File: config.mk
export PLATFORM = sky130hd
export DESIGN_NAME = bus_master_end_flat
export DESIGN_NICKNAME = d
export VERILOG_FILES = /design/src/split_bus_pkg.sv /design/src/tenure_bus_if.sv /design/src/bus_master_end.sv /design/src/tenure_queue.sv /design/src/flat_wrapper.sv
export SDC_FILE = /design/constraint.sdc
export NUM_CORES = 1
export LEC_CHECK = 0
export BUFFER_PORTS_ARGS = -buffer_cell sky130_fd_sc_hd__buf_2
export CELL_PAD_IN_SITES_DETAIL_PLACEMENT = 1
export CELL_PAD_IN_SITES_GLOBAL_PLACEMENT = 2
export CORE_MARGIN = 1.5
export CORE_UTILIZATION = 33
export DETAILED_ROUTE_END_ITERATION = 8
export PLACE_DENSITY_LB_ADDON = 0.1
export SETUP_SLACK_MARGIN = 0.05
export SLEW_MARGIN = 20
export SYNTH_ARGS = -nofsm -noshare
export SYNTH_HDL_FRONTEND = slang
export SYNTH_SLANG_ARGS = --single-unit
File: constraint.sdc
create_clock -name sys_clk -period 2.9 [get_ports sys_clk]
set_clock_uncertainty 0.15 [all_clocks]
set_input_delay 0 -clock sys_clk [delete_from_list [all_inputs] [get_ports sys_clk]]
set_output_delay 0 -clock sys_clk [all_outputs]
set_load 0.02 [all_outputs]
File: src/split_bus_pkg.sv
// Shared constants and types for the split-tenure bus arbitration pair.
// Assumes every bus signal is synchronous to sys_clk.
package split_bus_pkg;

    // ------------------------------------------------------------------
    // Transaction kinds
    // ------------------------------------------------------------------
    typedef enum logic [1:0] {
        KIND_READ,
        KIND_WRITE,
        KIND_ADDR_ONLY
    } txn_kind_t;

    // ------------------------------------------------------------------
    // Sizes and counts
    // ------------------------------------------------------------------
    localparam int       MAX_PENDING  = 6;
    localparam int       BEAT_BITS    = 64;
    localparam int       LINE_BYTES   = 32;
    localparam logic [2:0] BEATS_SINGLE = 3'h1;
    localparam logic [2:0] BEATS_BURST  = 3'h4;

endpackage : split_bus_pkg

File: src/tenure_bus_if.sv
// Bus wires between the master end and the central arbiter end.
// Assumes both ends run on sys_clk; busy lines are open-drain with
// a pull-up, resolved here from each driver's output enable.
interface tenure_bus_if (
    input wire logic sys_clk
);
    // Address arbitration and termination
    logic busRequestN;
    logic addressGrantN;
    logic transferStartN;
    logic addressAcknowledgeN;
    logic addressRetryN;
    // Transfer attributes, valid with transferStartN
    logic attrWrite;
    logic attrBurst;
    logic attrAddrOnly;
    // Data arbitration and termination
    logic dataGrantN;
    logic writeOnlyDataHintN;
    logic dataTerminateN;
    // Open-drain busy lines: value, enable (low drives) and wire level
    logic addrBusyOutN;
    logic addrBusyOeN;
    logic dataBusyOutN;
    logic dataBusyOeN;
    logic addressBusyN;
    logic dataBusyN;

    // ------------------------------------------------------------------
    // Pull-up resolution
    // ------------------------------------------------------------------
    assign addressBusyN = addrBusyOeN ? 1'b1 : addrBusyOutN;
    assign dataBusyN    = dataBusyOeN ? 1'b1 : dataBusyOutN;

    modport master (
        input  sys_clk,
        input  addressGrantN,
        input  addressAcknowledgeN,
        input  addressRetryN,
        input  dataGrantN,
        input  writeOnlyDataHintN,
        input  dataTerminateN,
        output busRequestN,
        output transferStartN,
        output attrWrite,
        output attrBurst,
        output attrAddrOnly,
        output addrBusyOutN,
        output addrBusyOeN,
        output dataBusyOutN,
        output dataBusyOeN
    );

    modport arbiter (
        input  sys_clk,
        input  busRequestN,
        input  transferStartN,
        input  attrWrite,
        input  attrBurst,
        input  attrAddrOnly,
        input  addressBusyN,
        input  dataBusyN,
        output addressGrantN,
        output addressAcknowledgeN,
        output addressRetryN,
        output dataGrantN,
        output writeOnlyDataHintN,
        output dataTerminateN
    );
endinterface : tenure_bus_if

File: src/bus_master_end.sv
// Master end: address and data tenure sequencing for one processor.
// Assumes a central arbiter and slaves on the same bus clock, and a
// memory subsystem that holds a request stable until it is taken.
//
// Notes on behaviour
// - Each access: address tenure, then data tenure.
// - Block-zero, sync, barrier, clean flush: address only.
// - Address and data tenures advance independently.
// - Single beat 64 bits; burst terminates each beat.
// - Burst tenure ends after its final beat.
// - Busy lines are driven only, never sampled.
// - Request held until qualified grant arrives.
// - Grant qualified by retry, start and busy.
// - Parked grant taken without any request.
// - Address busy asserted exactly while address master.
// - Data grant needs no retry and pending work.
// - No data retry exists; beats are final.
// - Write hint takes writes first, reads if none.
// - Qualified data grant always taken, busy asserted.
// - At most six address tenures await data.
// - Data tenures follow address order unless hinted.
// - Arbiter tracks its own address busy copy.
// - Arbiter sets pipeline depth through grant timing.
// - Cancelled request never asserts busy nor uses bus.
// - Abandoned request still held one cycle minimum.
// - System acknowledges or retries every address transfer.
// - Everything sampled and driven on rising edge.
// - Address busy drops one cycle after acknowledge.
module bus_master_end #(
    parameter int MAX_OUT = split_bus_pkg::MAX_PENDING,
    parameter int CW      = $clog2(MAX_OUT + 1)
) (
    // Clock, reset, enable
    input  wire logic                     sys_clk,
    input  wire logic                     rst,
    input  wire logic                     ce,
    // Bus
    tenure_bus_if.master                  bus,
    // Request from the memory subsystem
    input  wire logic                     reqValid,
    input  wire split_bus_pkg::txn_kind_t reqKind,
    input  wire logic                     reqBurst,
    output logic                          reqReady,
    // Tenure progress
    output logic                          addrRetried,
    output logic                          dataStart,
    output logic                          dataBeat,
    output logic                          dataDone,
    output logic                          dataIsWrite,
    output logic                          dataIsBurst,
    output logic      [CW-1:0]            pendingCount
);
    typedef enum {
        A_IDLE,
        A_REQ,
        A_TENURE,
        A_WINDOW
    } addr_state_t;

    typedef enum {
        D_IDLE,
        D_XFER
    } data_state_t;

    addr_state_t aState_q;
    addr_state_t aState_d;
    data_state_t dState_q;
    logic        retryPrev_q;
    logic        start_q;
    logic        kindWrite_q;
    logic        kindOnly_q;
    logic        burst_q;
    logic [2:0]  beatsLeft_q;
    logic        dataWrite_q;
    logic        dataBurst_q;

    logic          needBus;
    logic          qualGrant;
    logic          commit;
    logic          qualData;
    logic          hint;
    logic [CW-1:0] count;
    logic          headWrite;
    logic          headBurst;
    logic          writeFound;
    logic [CW-1:0] writeIdx;
    logic          writeBurst;
    logic [CW-1:0] takeIdx;
    logic          takeWrite;
    logic          takeBurst;

    // ------------------------------------------------------------------
    // Address arbitration
    // ------------------------------------------------------------------
    // A full queue holds off the next address tenure until a data
    // grant frees a slot.
    assign needBus = reqValid && (count < CW'(MAX_OUT));

    // Own busy copy is the tenure state; bus busy is never read.
    assign qualGrant = !bus.addressGrantN && bus.addressRetryN
                       && retryPrev_q && bus.transferStartN
                       && (aState_q != A_TENURE);

    always_comb begin
        aState_d = aState_q;
        case (aState_q)
            A_IDLE: begin
                if (needBus && qualGrant) begin
                    aState_d = A_TENURE;
                end else if (needBus && bus.addressGrantN) begin
                    aState_d = A_REQ;
                end
            end
            A_REQ: begin
                // Request already stood a full cycle before abandon.
                if (!needBus) begin
                    aState_d = A_IDLE;
                end else if (qualGrant) begin
                    aState_d = A_TENURE;
                end
            end
            A_TENURE: begin
                if (!bus.addressAcknowledgeN) begin
                    aState_d = A_WINDOW;
                end
            end
            A_WINDOW: begin
                aState_d = A_IDLE;
            end
            default: begin
                aState_d = A_IDLE;
            end
        endcase
    end

    always_ff @(posedge sys_clk) begin
        if (rst) begin
            aState_q <= A_IDLE;
        end else if (ce) begin
            aState_q <= aState_d;
        end
    end

    always_ff @(posedge sys_clk) begin
        if (rst) begin
            retryPrev_q <= 1'b1;
        end else if (ce) begin
            retryPrev_q <= bus.addressRetryN;
        end
    end

    // Attributes are frozen at grant so the user may not disturb them.
    always_ff @(posedge sys_clk) begin
        if (rst) begin
            start_q     <= 1'b0;
            kindWrite_q <= 1'b0;
            kindOnly_q  <= 1'b0;
            burst_q     <= 1'b0;
        end else if (ce) begin
            start_q <= 1'b0;
            if (aState_q != A_TENURE && aState_d == A_TENURE) begin
                start_q     <= 1'b1;
                kindWrite_q <= reqKind == split_bus_pkg::KIND_WRITE;
                kindOnly_q  <= reqKind == split_bus_pkg::KIND_ADDR_ONLY;
                burst_q     <= reqBurst
                               && reqKind != split_bus_pkg::KIND_ADDR_ONLY;
            end
        end
    end

    // ------------------------------------------------------------------
    // Address termination and commit
    // ------------------------------------------------------------------
    // A tenure counts only once its retry window has passed clean.
    assign commit      = (aState_q == A_WINDOW) && bus.addressRetryN;
    assign reqReady    = commit && ce;
    assign addrRetried = (aState_q == A_WINDOW) && !bus.addressRetryN
                         && ce;

    // ------------------------------------------------------------------
    // Pending data tenures
    // ------------------------------------------------------------------
    tenure_queue #(
        .DEPTH (MAX_OUT),
        .CW    (CW)
    ) u_queue (
        .sys_clk    (sys_clk),
        .rst        (rst),
        .ce         (ce),
        .pushValid  (commit && !kindOnly_q),
        .pushWrite  (kindWrite_q),
        .pushBurst  (burst_q),
        .popValid   (qualData),
        .popIdx     (takeIdx),
        .count      (count),
        .headWrite  (headWrite),
        .headBurst  (headBurst),
        .writeFound (writeFound),
        .writeIdx   (writeIdx),
        .writeBurst (writeBurst)
    );

    assign pendingCount = count;

    // ------------------------------------------------------------------
    // Data arbitration
    // ------------------------------------------------------------------
    assign hint = !bus.writeOnlyDataHintN;

    // Hint picks the oldest write; with no write the head read goes.
    assign takeIdx   = (hint && writeFound) ? writeIdx : '0;
    assign takeWrite = (hint && writeFound) ? 1'b1 : headWrite;
    assign takeBurst = (hint && writeFound) ? writeBurst : headBurst;

    assign qualData = ce && !bus.dataGrantN && bus.addressRetryN
                      && count != '0 && dState_q == D_IDLE;

    always_ff @(posedge sys_clk) begin
        if (rst) begin
            dState_q    <= D_IDLE;
            beatsLeft_q <= 3'h0;
            dataWrite_q <= 1'b0;
            dataBurst_q <= 1'b0;
        end else if (ce) begin
            case (dState_q)
                D_IDLE: begin
                    if (qualData) begin
                        dState_q    <= D_XFER;
                        dataWrite_q <= takeWrite;
                        dataBurst_q <= takeBurst;
                        beatsLeft_q <= takeBurst
                                       ? split_bus_pkg::BEATS_BURST
                                       : split_bus_pkg::BEATS_SINGLE;
                    end
                end
                D_XFER: begin
                    // Each termination is final; nothing is replayed.
                    if (!bus.dataTerminateN) begin
                        beatsLeft_q <= beatsLeft_q - 3'h1;
                        if (beatsLeft_q == 3'h1) begin
                            dState_q <= D_IDLE;
                        end
                    end
                end
                default: begin
                    dState_q <= D_IDLE;
                end
            endcase
        end
    end

    assign dataStart = qualData;
    assign dataBeat  = ce && dState_q == D_XFER && !bus.dataTerminateN;
    assign dataDone  = dataBeat && beatsLeft_q == 3'h1;
    assign dataIsWrite = dataWrite_q;
    assign dataIsBurst = dataBurst_q;

    // ------------------------------------------------------------------
    // Bus drive
    // ------------------------------------------------------------------
    assign bus.busRequestN    = !(aState_q == A_REQ);
    assign bus.transferStartN = !start_q;
    assign bus.attrWrite      = kindWrite_q;
    assign bus.attrBurst      = burst_q;
    assign bus.attrAddrOnly   = kindOnly_q;

    // Busy is pulled low only while master, released otherwise.
    assign bus.addrBusyOutN = 1'b0;
    assign bus.addrBusyOeN  = !(aState_q == A_TENURE);
    assign bus.dataBusyOutN = 1'b0;
    assign bus.dataBusyOeN  = !(dState_q == D_XFER);

endmodule : bus_master_end

File: src/tenure_queue.sv
// Queue of committed address tenures still waiting for a data grant.
// Assumes the owner never pushes into a full queue unless it pops in
// the same cycle, and pops only a valid index.
module tenure_queue #(
    parameter int DEPTH = split_bus_pkg::MAX_PENDING,
    parameter int CW    = $clog2(DEPTH + 1)
) (
    // Clock, reset, enable
    input  wire logic          sys_clk,
    input  wire logic          rst,
    input  wire logic          ce,
    // Push side
    input  wire logic          pushValid,
    input  wire logic          pushWrite,
    input  wire logic          pushBurst,
    // Removal at any index
    input  wire logic          popValid,
    input  wire logic [CW-1:0] popIdx,
    // Status
    output logic      [CW-1:0] count,
    output logic               headWrite,
    output logic               headBurst,
    output logic               writeFound,
    output logic      [CW-1:0] writeIdx,
    output logic               writeBurst
);
    logic          entWrite [DEPTH];
    logic          entBurst [DEPTH];
    logic [CW-1:0] countQ;
    logic [CW-1:0] pushPos;

    assign count     = countQ;
    assign headWrite = entWrite[0];
    assign headBurst = entBurst[0];
    assign pushPos   = popValid ? countQ - CW'(1) : countQ;

    // ------------------------------------------------------------------
    // Entries: removal compacts the tail, keeping issue order
    // ------------------------------------------------------------------
    for (genvar i = 0; i < DEPTH; i++) begin : g_ent
        logic nxtW;
        logic nxtB;
        if (i + 1 < DEPTH) begin : g_mid
            assign nxtW = entWrite[i + 1];
            assign nxtB = entBurst[i + 1];
        end else begin : g_end
            assign nxtW = 1'b0;
            assign nxtB = 1'b0;
        end
        always_ff @(posedge sys_clk) begin
            if (rst) begin
                entWrite[i] <= 1'b0;
                entBurst[i] <= 1'b0;
            end else if (ce) begin
                if (pushValid && pushPos == CW'(i)) begin
                    entWrite[i] <= pushWrite;
                    entBurst[i] <= pushBurst;
                end else if (popValid && CW'(i) >= popIdx) begin
                    entWrite[i] <= nxtW;
                    entBurst[i] <= nxtB;
                end
            end
        end
    end

    always_ff @(posedge sys_clk) begin
        if (rst) begin
            countQ <= '0;
        end else if (ce) begin
            countQ <= countQ + CW'(pushValid) - CW'(popValid);
        end
    end

    // ------------------------------------------------------------------
    // Oldest pending write, for write-only reordering
    // ------------------------------------------------------------------
    always_comb begin
        writeFound = 1'b0;
        writeIdx   = '0;
        writeBurst = 1'b0;
        for (int i = DEPTH - 1; i >= 0; i--) begin
            if (CW'(i) < countQ && entWrite[i]) begin
                writeFound = 1'b1;
                writeIdx   = CW'(i);
                writeBurst = entBurst[i];
            end
        end
    end

endmodule : tenure_queue
File: src/flat_wrapper.sv
// flat-port wrapper written by rule: the top's interface ports become plain ports
module bus_master_end_flat 
#(
    parameter int MAX_OUT = split_bus_pkg::MAX_PENDING,
    parameter int CW      = $clog2(MAX_OUT + 1)
)
  (sys_clk, rst, ce, reqValid, reqKind, reqBurst, reqReady, addrRetried, dataStart, dataBeat, dataDone, dataIsWrite, dataIsBurst, pendingCount, bus_addressGrantN, bus_addressAcknowledgeN, bus_addressRetryN, bus_dataGrantN, bus_writeOnlyDataHintN, bus_dataTerminateN, bus_busRequestN, bus_transferStartN, bus_attrWrite, bus_attrBurst, bus_attrAddrOnly, bus_addrBusyOutN, bus_addrBusyOeN, bus_dataBusyOutN, bus_dataBusyOeN);
  tenure_bus_if bus_i (.sys_clk(sys_clk));
  input  wire logic sys_clk;
  input  wire logic rst;
  input  wire logic ce;
  input  wire logic reqValid;
  input  wire split_bus_pkg::txn_kind_t reqKind;
  input  wire logic reqBurst;
  output logic reqReady;
  output logic addrRetried;
  output logic dataStart;
  output logic dataBeat;
  output logic dataDone;
  output logic dataIsWrite;
  output logic dataIsBurst;
  output logic      [CW-1:0] pendingCount;
  input wire logic [$bits(bus_i.addressGrantN)-1:0] bus_addressGrantN;
  input wire logic [$bits(bus_i.addressAcknowledgeN)-1:0] bus_addressAcknowledgeN;
  input wire logic [$bits(bus_i.addressRetryN)-1:0] bus_addressRetryN;
  input wire logic [$bits(bus_i.dataGrantN)-1:0] bus_dataGrantN;
  input wire logic [$bits(bus_i.writeOnlyDataHintN)-1:0] bus_writeOnlyDataHintN;
  input wire logic [$bits(bus_i.dataTerminateN)-1:0] bus_dataTerminateN;
  output wire logic [$bits(bus_i.busRequestN)-1:0] bus_busRequestN;
  output wire logic [$bits(bus_i.transferStartN)-1:0] bus_transferStartN;
  output wire logic [$bits(bus_i.attrWrite)-1:0] bus_attrWrite;
  output wire logic [$bits(bus_i.attrBurst)-1:0] bus_attrBurst;
  output wire logic [$bits(bus_i.attrAddrOnly)-1:0] bus_attrAddrOnly;
  output wire logic [$bits(bus_i.addrBusyOutN)-1:0] bus_addrBusyOutN;
  output wire logic [$bits(bus_i.addrBusyOeN)-1:0] bus_addrBusyOeN;
  output wire logic [$bits(bus_i.dataBusyOutN)-1:0] bus_dataBusyOutN;
  output wire logic [$bits(bus_i.dataBusyOeN)-1:0] bus_dataBusyOeN;
  assign bus_i.addressGrantN = bus_addressGrantN;
  assign bus_i.addressAcknowledgeN = bus_addressAcknowledgeN;
  assign bus_i.addressRetryN = bus_addressRetryN;
  assign bus_i.dataGrantN = bus_dataGrantN;
  assign bus_i.writeOnlyDataHintN = bus_writeOnlyDataHintN;
  assign bus_i.dataTerminateN = bus_dataTerminateN;
  assign bus_busRequestN = bus_i.busRequestN;
  assign bus_transferStartN = bus_i.transferStartN;
  assign bus_attrWrite = bus_i.attrWrite;
  assign bus_attrBurst = bus_i.attrBurst;
  assign bus_attrAddrOnly = bus_i.attrAddrOnly;
  assign bus_addrBusyOutN = bus_i.addrBusyOutN;
  assign bus_addrBusyOeN = bus_i.addrBusyOeN;
  assign bus_dataBusyOutN = bus_i.dataBusyOutN;
  assign bus_dataBusyOeN = bus_i.dataBusyOeN;
  bus_master_end #(.MAX_OUT(MAX_OUT), .CW(CW)) u_core (.sys_clk(sys_clk), .rst(rst), .ce(ce), .bus(bus_i), .reqValid(reqValid), .reqKind(reqKind), .reqBurst(reqBurst), .reqReady(reqReady), .addrRetried(addrRetried), .dataStart(dataStart), .dataBeat(dataBeat), .dataDone(dataDone), .dataIsWrite(dataIsWrite), .dataIsBurst(dataIsBurst), .pendingCount(pendingCount));
endmodule
; Word level (Yosys, flattened, before mapping)
; Memories as Yosys holds them, arrays and structs flattened.
; Cells that the tools add are included.
; Widths: inputs -> output; s select.
[word_totals]
input_bits = 13
out_inout_bits = 19
reg_bits = 77
ram_bits = 12
wordCells = 252
memories = 2
[op_classes]
order_cmp = 13
n_reduce_logical = 60
addsub = 4
mux = 117
n_bitwise = 24
n_eq_ne = 21
[memory_table]
columns = name, words, width, rd, rd_clocked_by_memory_dff, wr, line_no
row1 = u_core.u_queue.entBurst, 6, 1, 6, 0, 6, tenure_queue.sv:28  ; logic entBurst [DEPTH];
row2 = u_core.u_queue.entWrite, 6, 1, 6, 0, 6, tenure_queue.sv:27  ; logic entWrite [DEPTH];
[ops]
columns = cell, count
row1 = $mux 32, 8
row2 = $eq 32x2->1 const B, 3
row3 = $eq 32x3->1 const B, 3
row4 = $logic_not 32->1, 3
row5 = $pmux 32 s3, 1
row6 = $mux 1, 95
row7 = $eq 32x1->1 const B, 2
row8 = $pmux 32 s2, 1
row9 = $logic_and 1x1->1, 40
row10 = $mux 3, 11
row11 = $ne 32x3->1 const B, 1
row12 = $or 1x1->1, 24
row13 = $logic_not 1->1, 10
row14 = $reduce_and 4->1, 2
row15 = $eq 3x1->1 const B, 2
row16 = $eq 3x2->1 const B, 2
row17 = $eq 3x3->1 const B, 2
row18 = $ge 1x3->1 const A, 2
row19 = $ge 2x3->1 const A, 2
row20 = $ge 3x3->1 const A, 2
row21 = $lt 1x3->1 const A, 2
row22 = $lt 2x3->1 const A, 2
row23 = $lt 3x3->1 const A, 2
row24 = $ne 2x2->1 const B, 3
row25 = other kinds (13), 14

; Logic depth before layout (Yosys ltp)
[logic_depth]
ltp_word = 18
depth_mapped = 12
ltp_nobuf = 12

; Hierarchy
; A second synthesis with hierarchy kept.
[hier_totals]
hier_cells = 305
area_unflattened_um2 = 2895.3
[by_module_without_submodules]
columns = mod, seq_area_each_um2, n_inst, area_each_um2, cells_per_inst
row1 = bus_master_end, 860.8, 1, 1664.1, 173
row2 = tenure_queue, 420.4, 1, 1231.2, 132

; Worst setup path after synthesis
; OpenSTA, ideal clock, no wires.
[synth_path]
kind = reg2reg
startpoint = register u_core.u_queue.countQ[1] (netlist: u_core.u_queue.count[1])
endpoint = memory u_core.u_queue.entBurst[2][0] (netlist: u_core.u_queue.entBurst[1][0]), enable pin
period_less_slack_ns = 3.115
stages_incl_launch_ff = 11
setup_time_ns = 0.318
arrival_time_ns = 2.647
n_path_buf = 1
path_slack_ns = -0.215
required_ns = 2.432
path_cell_list = dfxtp_1 > inv_1 > ha_1 > inv_1 > o21ai_2 > clkinv_1 > ha_1 > inv_1 > or3_1 > buf_2 > mux2i_1
[synth_rtl]
columns = element, line_no
row1 = "start, declared", tenure_queue.sv:29  ; logic [CW-1:0] countQ;
row2 = "start signal, assigned", tenure_queue.sv:70  ; countQ <= countQ + CW'(pushValid) - CW'(popValid);
row3 = "end, declared", tenure_queue.sv:28

; Worst setup path after layout
[layout_path]
startpoint = register u_core.u_queue.countQ[0] (netlist: u_core.u_queue.count[0])
endpoint = register u_core.u_queue.countQ[2] (netlist: u_core.u_queue.count[2])
[layout_via]
elab_chain_len = 4
elab_cells_between_ends = 5
cone_classes = add/sub: 2 / reduce/logical: 3
[layout_lines]
columns = element, line_no
row1 = "parallel branches: the longest is 3 deep, another holds $add 3x1->3", n/a
row2 = $sub 3x1->3 *, tenure_queue.sv:70
; Every way passes the cells marked *.
; A chain may end at the register's enable or synchronous reset.

==> results.toml <==
[floorplanning]
start_util_pct = 34.54
die_w_um = 96.20
die_y_um = 96.20
io_pins = 32
core_area_mm2 = 0.008299
dieArea_mm2 = 0.009254
rows = 33

[timing]
rsz0062_at_grt = "no"
final.period_utilization_pct = 91.43
drv_slew = 0
timing.slew.headroom_pct = 61.83
fmax_ghz = 0.3771
worst_pin_slew_ns = 0.5725
setup_viol = 0
period_minus_slack_ns = 2.652
hold_violations = 0
tns_ns = 0

[synth]
synth_top_area_share_pct = 32.13
ys.flop_type = "dfxtp_1"
ys_types = 56
ys_seq_elements = 58
syn_area_per_cell_um2 = 9.217
syn_inst = 311
synthArstFlopShare_pct = 0
ys_seq_area_share_pct = 44.70
synth_edf_count = 12
yosys.area.top_type = "dfxtp_1"
synthTopCellsByArea = "dfxtp_1 (32%), edfxtp_1 (13%), and2_1 (7.0%)"
syn_area_mm2 = 0.002866
yosysWarnings = 0

[routing]
drcViolationCount = 0
viasPerCell = 4.981
met1_length_mm = 3.718
routed_wl_mm = 7.460
wire_per_inst_um = 16.01
antenna_left = 0
via_count = 2321
dr.pass1.iters = 4
route.met3.wl_um = 172
drt_iter0_markers = 79
dr_wl_met2_mm = 3.499
dr.max_layer_used = "met4"

[critical_path]
critPathRequiredTime_ns = 3.01
critPathLaunchType = "flop"
ff2ff_path_depth = 12
crit_fanout = 7
criticalPathCategory = "reg2reg"
rrSetupSlack_ns = 0.25
cp-end-kind = "flop"
arrival_ns = 2.76
rr_startpoint = "u_core.u_queue.count[0]$_SDFFE_PP0P_"
worstReg2RegEnd = "u_core.u_queue.count[2]$_SDFFE_PP0P_"

[hold_path]
worstHoldStart = "rst"
worstHoldPathCells = 2
hold_path.class = "in2reg"
min_to = "u_core.dState_q[0]$_SDFFE_PP0P_"

[grt]
grt_overflow = 0
grtUsageTotal_pct = 17.91
first_global_vias = 2377
grt_pass1_wl_mm = 12.29
grt_max_degree = 35
antenna_found_initial = 0

[clocking]
clk_latency_ns = 0.33
h-tree-depth = 3
numCtsBuffers = 9
clock_sinks = 58
cts.root.buffer_cell = "clkbuf_8"
clk_pin_slew_ns = 0.07
cts_tree = "yes"
clockBufferDepth = 2

[cells_and_area]
layout_commonest_cell = "dfxtp_1"
drive_gt1_share_pct = 18.56
nNetsFinal = 381
fillCellCount = 980
antenna_cells = 0
final_cell_mix = "dfxtp_1 (46), and2_1 (32), nor2_1 (30)"
area_growth_pct = 21.43

[pwr]
ir_drop_mv = 0.3128
power.density_mw_per_mm2 = 523.0
p_total_mw = 1.821
p_leak_nw = 1.464

[placement]
hpwlAfterDp_mm = 5.478
portBuffers = 29
place_congestion = 0.7673

[status]
status = "finished clean"

[run]
maxCapViolCount = 0
report_power, final:
| part | switching (mW) | leakage [nW] | internal, mW |
|---|---|---|---|
| Clock | 0.326 | 0.106 | 0.435 |
| Combinational | 0.125 | 0.863 | 0.0817 |
| Sequential | 0.0135 | 0.495 | 0.839 |
| Total | 0.465 | 1.46 | 1.36 |
cell usage after synthesis (3+ instances only):
library cell	n
a21oi_1	15
nand4_1	5
nand2_1	27
nand2b_1	7
nor2b_1	3
nand3b_1	3
edfxtp_1	12
mux2i_1	19
a211oi_1	5
nor2_1	30
nor3_1	4
clkbuf_1	10
or3_1	4
buf_2	4
dfxtp_1	46
nor4_1	8
inv_1	13
nand3_1	7
ha_1	11
o21ai_0	4
and2_1	32
cell type report:
type,count,area [um^2],area share (%)
clock buffer,13,191.4,5.500
sequential,58,1281,36.81
multi-input combinational,224,1484,42.63
timing repair buffer,49,317.8,9.130
tap,105,131.4,3.774
inverter,14,57.56,1.653
clock inverter,3,17.52,0.5032
per-stage QoR:
| step | area [um^2] | hold slack, ns | cells | worst slack (ns) | utilization, % |
|---|---|---|---|---|---|
| global route | 3481 | 0.03297 | 466 | 0.06609 | 41.94 |
| detailed placement | 3147 | 0.1361 | 438 | 0.2329 | 37.92 |
| global placement | 3147 | 0.1370 | 438 | 0.2989 | 37.92 |
| CTS | 3446 | 0.002409 | 463 | 0.1890 | 41.52 |
| floorplan | 2883 | -0.06694 | 312 | 0.07699 | - |
| finish | 3481 | 0.001179 | 466 | 0.2484 | 41.94 |
cell families after synthesis:
family	Yosys count	share of synthesized area, %
AO/OA/AOI/OAI	49	11.92
XOR/XNOR	1	0.3056
adder cells (fa/ha/maj)	12	5.500
buffers and inverters	30	4.365
flip-flops	58	44.70
multiplexers	19	6.635
other	1	0.1308
AND/OR/NAND/NOR	141	26.45
how the worst max path moves through the flow:
stage | end | startpoint | depth (start not counted) | slack, ns
after global routing | u_core.u_queue.count[2]$_SDFFE_PP0P_ | u_core.u_queue.count[0]$_SDFFE_PP0P_ | 12 | 0.07
final | u_core.u_queue.count[2]$_SDFFE_PP0P_ | u_core.u_queue.count[0]$_SDFFE_PP0P_ | 12 | 0.25
after detailed placement | u_core.u_queue.count[2]$_SDFFE_PP0P_ | u_core.u_queue.count[0]$_SDFFE_PP0P_ | 12 | 0.23
after floorplan | u_core.u_queue.entBurst[1][0]$_DFFE_PP_ | u_core.u_queue.count[1]$_SDFFE_PP0P_ | 10 | 0.08
after global placement | u_core.u_queue.count[2]$_SDFFE_PP0P_ | u_core.u_queue.count[0]$_SDFFE_PP0P_ | 12 | 0.30
after CTS | u_core.u_queue.count[2]$_SDFFE_PP0P_ | u_core.aState_q[23]$_SDFFE_PP0P_ | 10 | 0.19
registers in the layout, summed over array words and instances, names as in the netlist, 3 cells and up:
name / flops
u_core.beatsLeft_q: 3
u_core.u_queue.count: 3
u_core.aState_q: 32
u_core.u_queue.entBurst: 6
u_core.u_queue.entWrite: 6
timing repair:
item                       CTS  global route
setup endpoints to repair    0             1
buffers inserted             0             3
hold buffers                 9             0
hold endpoints to repair    13             0
resized for setup            0             3
worst max-delay path, stage by stage, from the launching register on:
cell and delay [ns]:
dfxtp_1 0.36, inv_1 0.13, ha_1 0.21, inv_1 0.12, o21ai_4 0.18, clkinv_4 0.06, ha_1 0.30, inv_2 0.11
ha_1 0.16, inv_1 0.05, fa_1 0.40, xnor2_2 0.16, a211oi_2 0.20
layer usage:
metal | up-vias | GRT usage [%]
li1 | 1174 | -
met1 | 1116 | 23.94
met2 | 25 | 29.05
met3 | 6 | 4.107
met4 | 0 | 4.412
met5 | - | 0
(Power assumes the default switching activity.)
